==> config.mk <==
export PLATFORM = sky130hd
export DESIGN_NAME = ipu_pointer_unit
export DESIGN_NICKNAME = d
export VERILOG_FILES = /design/src/inc/ipu_pkg.sv /design/src/ipu_pointer_unit.sv
export SDC_FILE = /design/constraint.sdc
export NUM_CORES = 1
export LEC_CHECK = 0
export BUFFER_PORTS_ARGS = -buffer_cell sky130_fd_sc_hd__buf_2
export CORE_ASPECT_RATIO = 0.6
export CORE_MARGIN = 2
export CORE_UTILIZATION = 50
export CTS_CLUSTER_DIAMETER = 150
export CTS_CLUSTER_SIZE = 40
export DETAILED_ROUTE_END_ITERATION = 10
export PLACE_DENSITY_LB_ADDON = 0.1
export SYNTH_ARGS = -nofsm -noshare
export SYNTH_HDL_FRONTEND = slang
export SYNTH_SLANG_ARGS = --single-unit
==> constraint.sdc <==
create_clock -name ref_clk_in -period 4.3 [get_ports ref_clk_in]
set_clock_uncertainty 0.05 [all_clocks]
set_input_delay 1.29 -clock ref_clk_in [delete_from_list [all_inputs] [get_ports ref_clk_in]]
set_output_delay 1.29 -clock ref_clk_in [all_outputs]
set_load 0.01 [all_outputs]
==> src/inc/ipu_pkg.sv <==
`default_nettype none
package ipu_pkg;
    // Phase sequence of one instruction cycle.
    typedef enum logic [1:0] {
        PH_ONE,
        PH_TWO,
        PH_THREE,
        PH_FOUR
    } ipu_phase_t;

    // Pointer treatment selected by the alias that the operand touches.
    typedef enum logic [2:0] {
        MODE_PLAIN,
        MODE_POST_DEC,
        MODE_POST_INC,
        MODE_PRE_INC,
        MODE_INDEXED
    } ipu_mode_t;

    // Where the effective address lands.
    typedef enum logic [1:0] {
        KIND_MEM,
        KIND_ALIAS,
        KIND_HALF
    } ipu_kind_t;

    localparam int          ADDR_W          = 12;
    localparam int          NUM_PTR         = 3;
    localparam logic [11:0] PTR_RESET       = 12'h0000;
    localparam logic [11:0] PTR_STEP        = 12'h0001;
    localparam logic [7:0]  ZERO_BYTE       = 8'h00;

    // Data addresses of the pointer blocks: block k spans tag, k, offset.
    localparam logic [6:0]  PTR_BLOCK_TAG   = 7'h007C;
    localparam logic [1:0]  PTR_BLOCK_LAST  = 2'h2;
    localparam logic [2:0]  OFS_PLAIN       = 3'h0;
    localparam logic [2:0]  OFS_POST_DEC    = 3'h1;
    localparam logic [2:0]  OFS_POST_INC    = 3'h2;
    localparam logic [2:0]  OFS_PRE_INC     = 3'h3;
    localparam logic [2:0]  OFS_INDEXED     = 3'h4;
    localparam logic [2:0]  OFS_HALF_LOW    = 3'h5;
    localparam logic [2:0]  OFS_HALF_HIGH   = 3'h6;

    // Register port offsets: pointer k low at 2k, high at 2k+1.
    localparam logic [3:0]  REG_PTR0_LOW    = 4'h0;
    localparam logic [3:0]  REG_PTR2_HIGH   = 4'h5;
    localparam logic [3:0]  REG_EA_LOW      = 4'h6;
    localparam logic [3:0]  REG_EA_HIGH     = 4'h7;
endpackage
`default_nettype wire

==> src/ipu_pointer_unit.sv <==
// Operation
// An alias operand accesses the memory location held in its pointer, not the alias.
// Three independent 12-bit pointers, each held as high and low byte halves.
// Five aliases per pointer select plain, post-dec, post-inc, pre-inc or indexed.
// Post-dec and post-inc use the current pointer, then step it by one.
// Pre-increment steps the pointer first and uses the stepped value as address.
// Indexed adds the signed accumulator to the pointer; neither is changed.
// Steps act on all 12 bits so low-byte carry or borrow reaches the high byte.
// Pointer steps never touch any status flag, even when the pointer reaches zero.
// An indirect read that lands on an alias returns 00h and sets the zero flag.
// An indirect write that lands on an alias is a no-operation; flags untouched.
// A write into a pointer's own half dominates that pointer's step.
// The operand is read in phase two and the destination written in phase four.
// Indexed sums and pointer updates wrap at 12 bits.
`timescale 1ns/1ps
`default_nettype none
module ipu_pointer_unit (
    input  wire logic                 ref_clk_in,
    input  wire logic                 rst_n_in,
    input  wire logic                 clk_en_in,
    input  wire logic [11:0]          op_addr_in,
    input  wire logic                 op_rd_in,
    input  wire logic                 op_wr_in,
    input  wire logic [7:0]           accumulator_in,
    input  wire logic [7:0]           op_wdata_in,
    input  wire logic [7:0]           mem_rdata_in,
    input  wire logic [3:0]           reg_addr_in,
    input  wire logic [7:0]           reg_wdata_in,
    input  wire logic                 reg_wr_in,
    input  wire logic                 reg_rd_in,
    output var  ipu_pkg::ipu_phase_t  phase_out,
    output logic [11:0]               mem_addr_out,
    output logic                      mem_rd_out,
    output logic                      mem_wr_out,
    output logic [7:0]                mem_wdata_out,
    output logic [7:0]                core_rdata_out,
    output logic                      zero_set_out,
    output logic                      write_nop_out,
    output logic [7:0]                reg_rdata_out
);

    typedef struct packed {
        ipu_pkg::ipu_phase_t ph;
        logic [2:0][11:0]    ptr;
        logic [11:0]         ea;
        ipu_pkg::ipu_kind_t  kind;
        logic                ind;
        logic [1:0]          sel;
        ipu_pkg::ipu_mode_t  mode;
        logic                rd;
        logic                wr;
        logic [7:0]          wdata;
        logic [7:0]          rdata;
        logic                zero_set;
        logic [7:0]          reg_rdata;
    } ipu_state_t;

    ipu_state_t st;
    ipu_state_t next_st;

    function automatic logic blk_hit(input logic [11:0] addr);
        blk_hit = (addr[11:5] == ipu_pkg::PTR_BLOCK_TAG) && (addr[4:3] <= ipu_pkg::PTR_BLOCK_LAST);
    endfunction

    function automatic logic alias_hit(input logic [11:0] addr);
        alias_hit = blk_hit(addr) && (addr[2:0] <= ipu_pkg::OFS_INDEXED);
    endfunction

    function automatic logic half_hit(input logic [11:0] addr);
        half_hit = blk_hit(addr) && ((addr[2:0] == ipu_pkg::OFS_HALF_LOW) ||
                                     (addr[2:0] == ipu_pkg::OFS_HALF_HIGH));
    endfunction

    function automatic ipu_pkg::ipu_mode_t alias_mode(input logic [2:0] ofs);
        case (ofs)
            ipu_pkg::OFS_POST_DEC: alias_mode = ipu_pkg::MODE_POST_DEC;
            ipu_pkg::OFS_POST_INC: alias_mode = ipu_pkg::MODE_POST_INC;
            ipu_pkg::OFS_PRE_INC:  alias_mode = ipu_pkg::MODE_PRE_INC;
            ipu_pkg::OFS_INDEXED:  alias_mode = ipu_pkg::MODE_INDEXED;
            default:               alias_mode = ipu_pkg::MODE_PLAIN;
        endcase
    endfunction

    function automatic logic [11:0] sext_acc(input logic [7:0] acc);
        sext_acc = {{4{acc[7]}}, acc};
    endfunction

    function automatic logic [7:0] half_value(input logic [11:0] ptr, input logic hi);
        half_value = hi ? {4'h0, ptr[11:8]} : ptr[7:0];
    endfunction

    logic [11:0] sel_ptr;
    assign sel_ptr = st.ptr[op_addr_in[4:3]];

    always_comb begin
        next_st = st;
        next_st.zero_set = 1'b0;
        next_st.reg_rdata = ipu_pkg::ZERO_BYTE;
        // Bus writes come first so that a core update of the same pointer in phase four wins.
        if (reg_wr_in && (reg_addr_in <= ipu_pkg::REG_PTR2_HIGH)) begin
            if (reg_addr_in[0]) begin
                next_st.ptr[reg_addr_in[2:1]][11:8] = reg_wdata_in[3:0];
            end else begin
                next_st.ptr[reg_addr_in[2:1]][7:0] = reg_wdata_in;
            end
        end
        if (reg_rd_in) begin
            if (reg_addr_in <= ipu_pkg::REG_PTR2_HIGH) begin
                next_st.reg_rdata = half_value(st.ptr[reg_addr_in[2:1]], reg_addr_in[0]);
            end else if (reg_addr_in == ipu_pkg::REG_EA_LOW) begin
                next_st.reg_rdata = st.ea[7:0];
            end else if (reg_addr_in == ipu_pkg::REG_EA_HIGH) begin
                next_st.reg_rdata = {4'h0, st.ea[11:8]};
            end
        end
        case (st.ph)
            ipu_pkg::PH_ONE: begin
                next_st.ph = ipu_pkg::PH_TWO;
                next_st.rd = op_rd_in;
                next_st.wr = op_wr_in;
                next_st.sel = op_addr_in[4:3];
                if (alias_hit(op_addr_in)) begin
                    // An idle instruction leaves its pointer alone; only an access steps it.
                    next_st.ind = op_rd_in || op_wr_in;
                    next_st.mode = alias_mode(op_addr_in[2:0]);
                    case (alias_mode(op_addr_in[2:0]))
                        ipu_pkg::MODE_PRE_INC: next_st.ea = sel_ptr + ipu_pkg::PTR_STEP;
                        ipu_pkg::MODE_INDEXED:
                            next_st.ea = sel_ptr + sext_acc(accumulator_in);
                        default:               next_st.ea = sel_ptr;
                    endcase
                end else begin
                    next_st.ind = 1'b0;
                    next_st.mode = ipu_pkg::MODE_PLAIN;
                    next_st.ea = op_addr_in;
                end
            end
            ipu_pkg::PH_TWO: begin
                next_st.ph = ipu_pkg::PH_THREE;
                if (st.rd) begin
                    case (st.kind)
                        ipu_pkg::KIND_ALIAS: begin
                            next_st.rdata = ipu_pkg::ZERO_BYTE;
                            next_st.zero_set = 1'b1;
                        end
                        ipu_pkg::KIND_HALF: begin
                            next_st.rdata = half_value(st.ptr[st.ea[4:3]],
                                                       st.ea[2:0] == ipu_pkg::OFS_HALF_HIGH);
                        end
                        default: next_st.rdata = mem_rdata_in;
                    endcase
                end
            end
            ipu_pkg::PH_THREE: begin
                next_st.ph = ipu_pkg::PH_FOUR;
                next_st.wdata = op_wdata_in;
            end
            ipu_pkg::PH_FOUR: begin
                next_st.ph = ipu_pkg::PH_ONE;
                // Steps change only the pointer; no flag output is driven from here.
                if (st.ind) begin
                    case (st.mode)
                        ipu_pkg::MODE_POST_DEC:
                            next_st.ptr[st.sel] = st.ptr[st.sel] - ipu_pkg::PTR_STEP;
                        ipu_pkg::MODE_POST_INC:
                            next_st.ptr[st.sel] = st.ptr[st.sel] + ipu_pkg::PTR_STEP;
                        ipu_pkg::MODE_PRE_INC:
                            next_st.ptr[st.sel] = st.ptr[st.sel] + ipu_pkg::PTR_STEP;
                        // Plain and indexed keep the pointer, so a bus write in this cycle lands.
                        default: ;
                    endcase
                end
                if (st.wr && (st.kind == ipu_pkg::KIND_HALF)) begin
                    if (st.ea[2:0] == ipu_pkg::OFS_HALF_HIGH) begin
                        next_st.ptr[st.ea[4:3]][11:8] = st.wdata[3:0];
                    end else begin
                        next_st.ptr[st.ea[4:3]][7:0] = st.wdata;
                    end
                end
            end
            default: next_st.ph = ipu_pkg::PH_ONE;
        endcase
        // The landing kind is decoded from the address already chosen in phase one.
        if (st.ph == ipu_pkg::PH_ONE) begin
            if (alias_hit(next_st.ea)) begin
                next_st.kind = ipu_pkg::KIND_ALIAS;
            end else if (half_hit(next_st.ea)) begin
                next_st.kind = ipu_pkg::KIND_HALF;
            end else begin
                next_st.kind = ipu_pkg::KIND_MEM;
            end
        end
    end

    always_ff @(posedge ref_clk_in) begin
        if (!rst_n_in) begin
            st <= '0;
            st.ph <= ipu_pkg::PH_ONE;
            st.ptr <= {ipu_pkg::NUM_PTR{ipu_pkg::PTR_RESET}};
        end else if (clk_en_in) begin
            st <= next_st;
        end
    end

    assign phase_out      = st.ph;
    assign mem_addr_out   = st.ea;
    // Memory strobes are held off for alias and half landings so the memory never sees them.
    assign mem_rd_out     = (st.ph == ipu_pkg::PH_TWO) && st.rd &&
                            (st.kind == ipu_pkg::KIND_MEM);
    assign mem_wr_out     = (st.ph == ipu_pkg::PH_FOUR) && st.wr &&
                            (st.kind == ipu_pkg::KIND_MEM);
    assign write_nop_out  = (st.ph == ipu_pkg::PH_FOUR) && st.wr &&
                            (st.kind == ipu_pkg::KIND_ALIAS);
    assign mem_wdata_out  = st.wdata;
    assign core_rdata_out = st.rdata;
    assign zero_set_out   = st.zero_set;
    assign reg_rdata_out  = st.reg_rdata;

    logic step_live;
    assign step_live = clk_en_in && (st.ph == ipu_pkg::PH_FOUR) && st.ind &&
                       !(st.wr && (st.kind == ipu_pkg::KIND_HALF) && (st.ea[4:3] == st.sel));
endmodule
`default_nettype wire

After elaboration in Yosys (flattened, before gate mapping). Index checks and enable logic that the tools add are counted. Widths: inputs -> output; s select.

Order comparisons: 12. Mux-type cells: 53. Reductions and logical operators: 23. Add/sub/neg operators: 4. Eq/ne operators: 21.

Operators by type and width (count): $mux 36 (7); $bwmux 36 (6); $demux 12 s2 (5); $mux 12 (9); $bmux 12 s2 (4); $pmux 36 s2 (1); $mux 8 (7); $add 12x1->12 const B (2); $pmux 12 s2 (1); $pmux 8 s2 (1); $eq 3x2->1 const B (5); $eq 3x3->1 const B (5); $logic_and 1x1->1 (15); $eq 7x7->1 const B (2); $add 12x12->12 (1); $lt 2x3->1 const B (4); $pmux 3 s4 (1); $sub 12x1->12 const B (1); $mux 3 (3); $eq 4x3->1 const B (2); $pmux 2 s4 (1); $eq 2x2->1 const B (3); $eq 3x1->1 const B (2); $ge 2x1->1 const B (3); 12 further kinds (22).

Word-level logic and storage cells: 128. Register bits: 85.

Depth between registers and ports, before layout.
Word-level depth: 15. Mapped depth: 14. Depth with buffers taken out: 12.

Worst setup path after synthesis. No wires, ideal clock.

Path kind: input to register. Start point: in op_addr_in[4]. End point: reg st[33] (netlist bit). Data arrival time: 4.093 ns. Path slack: 0.070 ns. Stages on the path: 14. Library setup time: 0.087 ns. Cell sequence: buf_2 nor2b_1 clkbuf_1 o2bb2ai_1 ha_1 fa_1 a21o_1 a21oi_1 xnor2_1 a32oi_1 o2111ai_1 a2111oi_2 nand4_1 o31ai_1.

Longest elaborated chain between the ends: 10.

RTL lines: start: declaration (RTL line ipu_pointer_unit.sv:21) `input wire logic [11:0] op_addr_in,`; $bmux 12 s2 (RTL line ipu_pointer_unit.sv:93) `assign sel_ptr = st.ptr[op_addr_in[4:3]];`; $mux 12 (not written as such) (RTL line ipu_pointer_unit.sv:93); $add 12x12->12 or $add 12x1->12 (tied branches) (RTL line ipu_pointer_unit.sv:129, ipu_pointer_unit.sv:127); $pmux 12 s2 (RTL line ipu_pointer_unit.sv:126) `case (alias_mode(op_addr_in[2:0]))`; $mux 12 (*) (RTL line ipu_pointer_unit.sv:122) `if (alias_hit(op_addr_in)) begin`; $mux 12 (*) (RTL line ipu_pointer_unit.sv:116) `case (st.ph)`; $le 2x2->1 or $eq 7x7->1 (tied branches) (RTL line ipu_pointer_unit.sv:62) `blk_hit = (addr[11:5] == ipu_pkg::PTR_BLOCK_TAG) && (addr[4:3] <= ipu_pkg::PTR_BLOCK_LAST);`; $logic_and 1x1->1 (RTL line ipu_pointer_unit.sv:62); $logic_and 1x1->1 (*) (RTL line ipu_pointer_unit.sv:66) `alias_hit = blk_hit(addr) && (addr[2:0] <= ipu_pkg::OFS_INDEXED);`; $mux 2 (*) (RTL line ipu_pointer_unit.sv:185) `if (alias_hit(next_st.ea)) begin`; end signal: assignment (RTL line ipu_pointer_unit.sv:201) `st <= next_st;`; end: declaration (RTL line ipu_pointer_unit.sv:58) `ipu_state_t st;`.

Mark *: on every way between the ends. The rest lies on a longest branch, timed or not. The select of a mux whose other input is x is not followed. A chain may end at the register's enable or synchronous reset.

Final worst setup path.
Start point: in op_addr_in[3]. End point: reg st[33] (netlist bit).

The elaborated chain is that of the path after synthesis.

==> key figures <==
Power and ir drop
  – Pwr dens: 245 nW/um2
  – Max rail drop VDD: about 0.22 mV
  – Leak: 3.35 nW
  – Total power: 2.10 mW

Logic synthesis
  – Commonest cells post-synth: nand2_1, nor2_1, dfxtp_1, a21oi_1
  – Syn. warnings: 0
  – Synth top area share: 22.1%
  – Number of synthesized flops with an enable pin: 0
  – Main synth FF type: dfxtp_1
  – Post-synth top area cell: dfxtp_1
  – Syn Nets: 1,121
  – Top post-synthesis cells by area: dfxtp_1, mux2i_1, nand2_1
  – Sequential area share after synthesis: between 20% and 30%
  – Syn Inst Count: 1,043
  – Asr flop ratio synth: 0%
  – #FFs+latches synth: between 80 and 90
  – Mean post-synth cell area: 7.38 um2
  – Cell with the most instances after synthesis: nand2_1
  – Mapped Area: 7690 um2
  – Netlist cell types: 76

Critical path
  – Crit Path Class: in -> reg
  – Max FO, Critical Path: 8
  – FF-to-FF End: st[33]
  – Arr. time, crit path: around 4300 ps
  – CP Capture Type: register
  – R2R setup slack: 1010 ps
  – WP data required: 4520 ps
  – Reg-to-Reg Start: st[60]
  – Reg2Reg Depth: 11
  – Worst setup SP type: input port

Cells and area
  – Register Area: 1700 um2
  – Diode count: 0
  – Area grow syn2layout: 11.3%
  – Final nets: 1,176
  – Filler instances: around 1,500
  – Design Area, Final: 8560 um2
  – Area of the multi-input gates: 5330 um2
  – Fin util: 56.3%
  – Fraction of layout cells with a size suffix above 1: 18.0%

Floorplanning
  – Top Ports: 97
  – Height of the die: 100 um
  – Starting Density: 50.6%
  – Row count: 35
  – Core ar.: 15,200 um2
  – Die area: 16,400 um2
  – DIE WIDTH: between 150 and 200 um

GRT
  – Vias in the first global route: ~7,300
  – Gr ovfl total: 0
  – GRT Util Overall: 36.1%
  – Largest net degree at the start of global routing: 45
  – Initial antenna violation count: 0
  – Wire length of the first global-routing pass: 44,600 um

CTS
  – CTS H-tree depth: 3
  – Clk sink count: 85
  – Clock tree buffer depth: 2
  – Cts bufs inserted: 9
  – Skew-Pair Late Insertion Delay: 360 ps
  – Clk root buf: clkbuf_16
  – Post-CTS Setup Inserts: 0
  – Post-CTS Resized: 0
  – CTS tree: done
  – Worst-path clk slew: 80 ps
  – Cts hold-fix bufs: 0

Route
  – DRT iter0 DRCs: 1,228
  – DRT Pass-1 Iters: 6
  – Total routed wirelength: between 20,000 and 30,000 um
  – Via Count: 8,520
  – Antenna viol nets, final: 0
  – Wire per inst: between 20 and 25 um
  – Post-route DRC: 0
  – Routed vias/inst: ~6.5

Worst hold path
  – Worst Hold Launch: reg_rdata_out[1]
  – WHS Endpoint: reg_rdata_out[1]
  – Hold path depth: 2
  – Worst min-delay path class: reg -> reg

Place
  – Post-DP HPWL: 22,300 um
  – DP Area: 8260 um2
  – Routability cong.: between 1 and 1.5
  – I/O Buffers: 96

Timing
  – Headroom to the max-slew limit: 38.7%
  – Fmax: around 250 MHz
  – Worst hold slack: 424 ps
  – RSZ-0062 raised after global routing: false
  – Tmin final: 4060 ps
  – Final Hold Fails: 0
  – Slew at the pin closest to its max-slew limit: 918 ps
  – Pins Over Slew Limit: 0
  – Final period utilization: a little over nine tenths
  – Final setup violating endpoints: 0

Status
  – Status: completed

Job
  – Max-Cap Viols: 0
per-layer routing:
metal / vias up / share of wire [%] / GRT usage, %
met3: 56 / 16 / 14.1
met1: 3960 / 45 / 55.8
met2: 592 / 37 / 45.7
li1: 3912 / - / -
met5: - / 0 / 0
met4: 0 / 2.0 / 7.76
how the worst max path moves through the flow:
stage	from	to	slack [ps]	cells past startpoint
finish	op_addr_in[3]	st[33]	240	13
global route	op_addr_in[3]	st[33]	70	14
CTS	op_addr_in[3]	st[33]	330	13
global placement	op_addr_in[4]	st[33]	70	13
detailed placement	op_addr_in[3]	st[33]	-20	13
floorplan	op_addr_in[4]	st[33]	70	14
final cells by class:
type                    count  area share (%)
well taps                 203            2.97
flip-flops and latches     85            19.9
clock buffers               9            2.63
inverters                  22           0.965
repair buffers            151            10.4
clock inverters             7           0.833
multi-input cells         829            62.3
power by group:
group	internal, mW	switching, mW
Clock	0.411	0.388
Sequential	0.813	0.0483
Combinational	0.167	0.270
Total	1.39	0.707
kinds of logic (layout without fill, tap and decap cells):
logic type	after synthesis	in the layout	synth area share, %
simple gates	366	366	22.8
compound gates	338	338	28.6
buf+inv	129	189	8.59
mux	86	86	12.2
flops	85	85	22.1
fa+ha+maj	23	23	3.84
xor+xnor	16	16	1.82
flip-flops by register name, indices dropped and copies added, names as in the netlist:
name and cells:
mem_addr_out 12, phase_out 2, mem_wdata_out 8, core_rdata_out 8, zero_set_out 1, st 46
reg_rdata_out 8
metrics by stage:
step | setup TNS [ps] | std cells | worst slack (ps)
final | 0 | 1306 | 235
after global routing | 0 | 1306 | 70.5
after CTS | 0 | 1306 | 335
after detailed placement | -15.1 | 1290 | -15.1
after global placement | 0 | 1290 | 74.5
after floorplan | 0 | 1043 | 70.0
cells in the final DEF, fill, tap and decap left out, types with 5 or more instances in the layout:
cell type  count
o31ai_1       11
a22oi_1       15
nand4_1       11
and2_1        16
buf_4         55
a21oi_1       84
nor3b_1        9
mux4_2         6
a221oi_1       7
nor2_1        94
mux2_2         5
a31oi_1       12
a211oi_1      10
nand2b_1      13
o22ai_1        8
clkbuf_16      9
nand3_1       36
dfxtp_1       85
nor3_1        16
nand2_1      119
o21ai_0       75
o21a_1         6
o21ai_1       24
o221ai_1      12
or2_2          5
nand3b_1       5
o211ai_1      18
buf_2         96
o2111ai_1      7
nor2b_1       14
mux2i_1       75
xnor2_1       10
and3_1        10
xor2_1         6
o2bb2ai_1     12
ha_1          22
inv_1         20
critical path, stage by stage:
cell and delay [ps]:
buf_2 130, buf_4 150, buf_4 180, mux2i_1 130
o21ai_0 340, ha_1 360, a21oi_1 230, a21oi_1 90
a211oi_1 360, mux2i_1 360, o221a_2 260, nand4_1 120
o31ai_1 280
No activity file was read; power rests on OpenSTA's default activity.
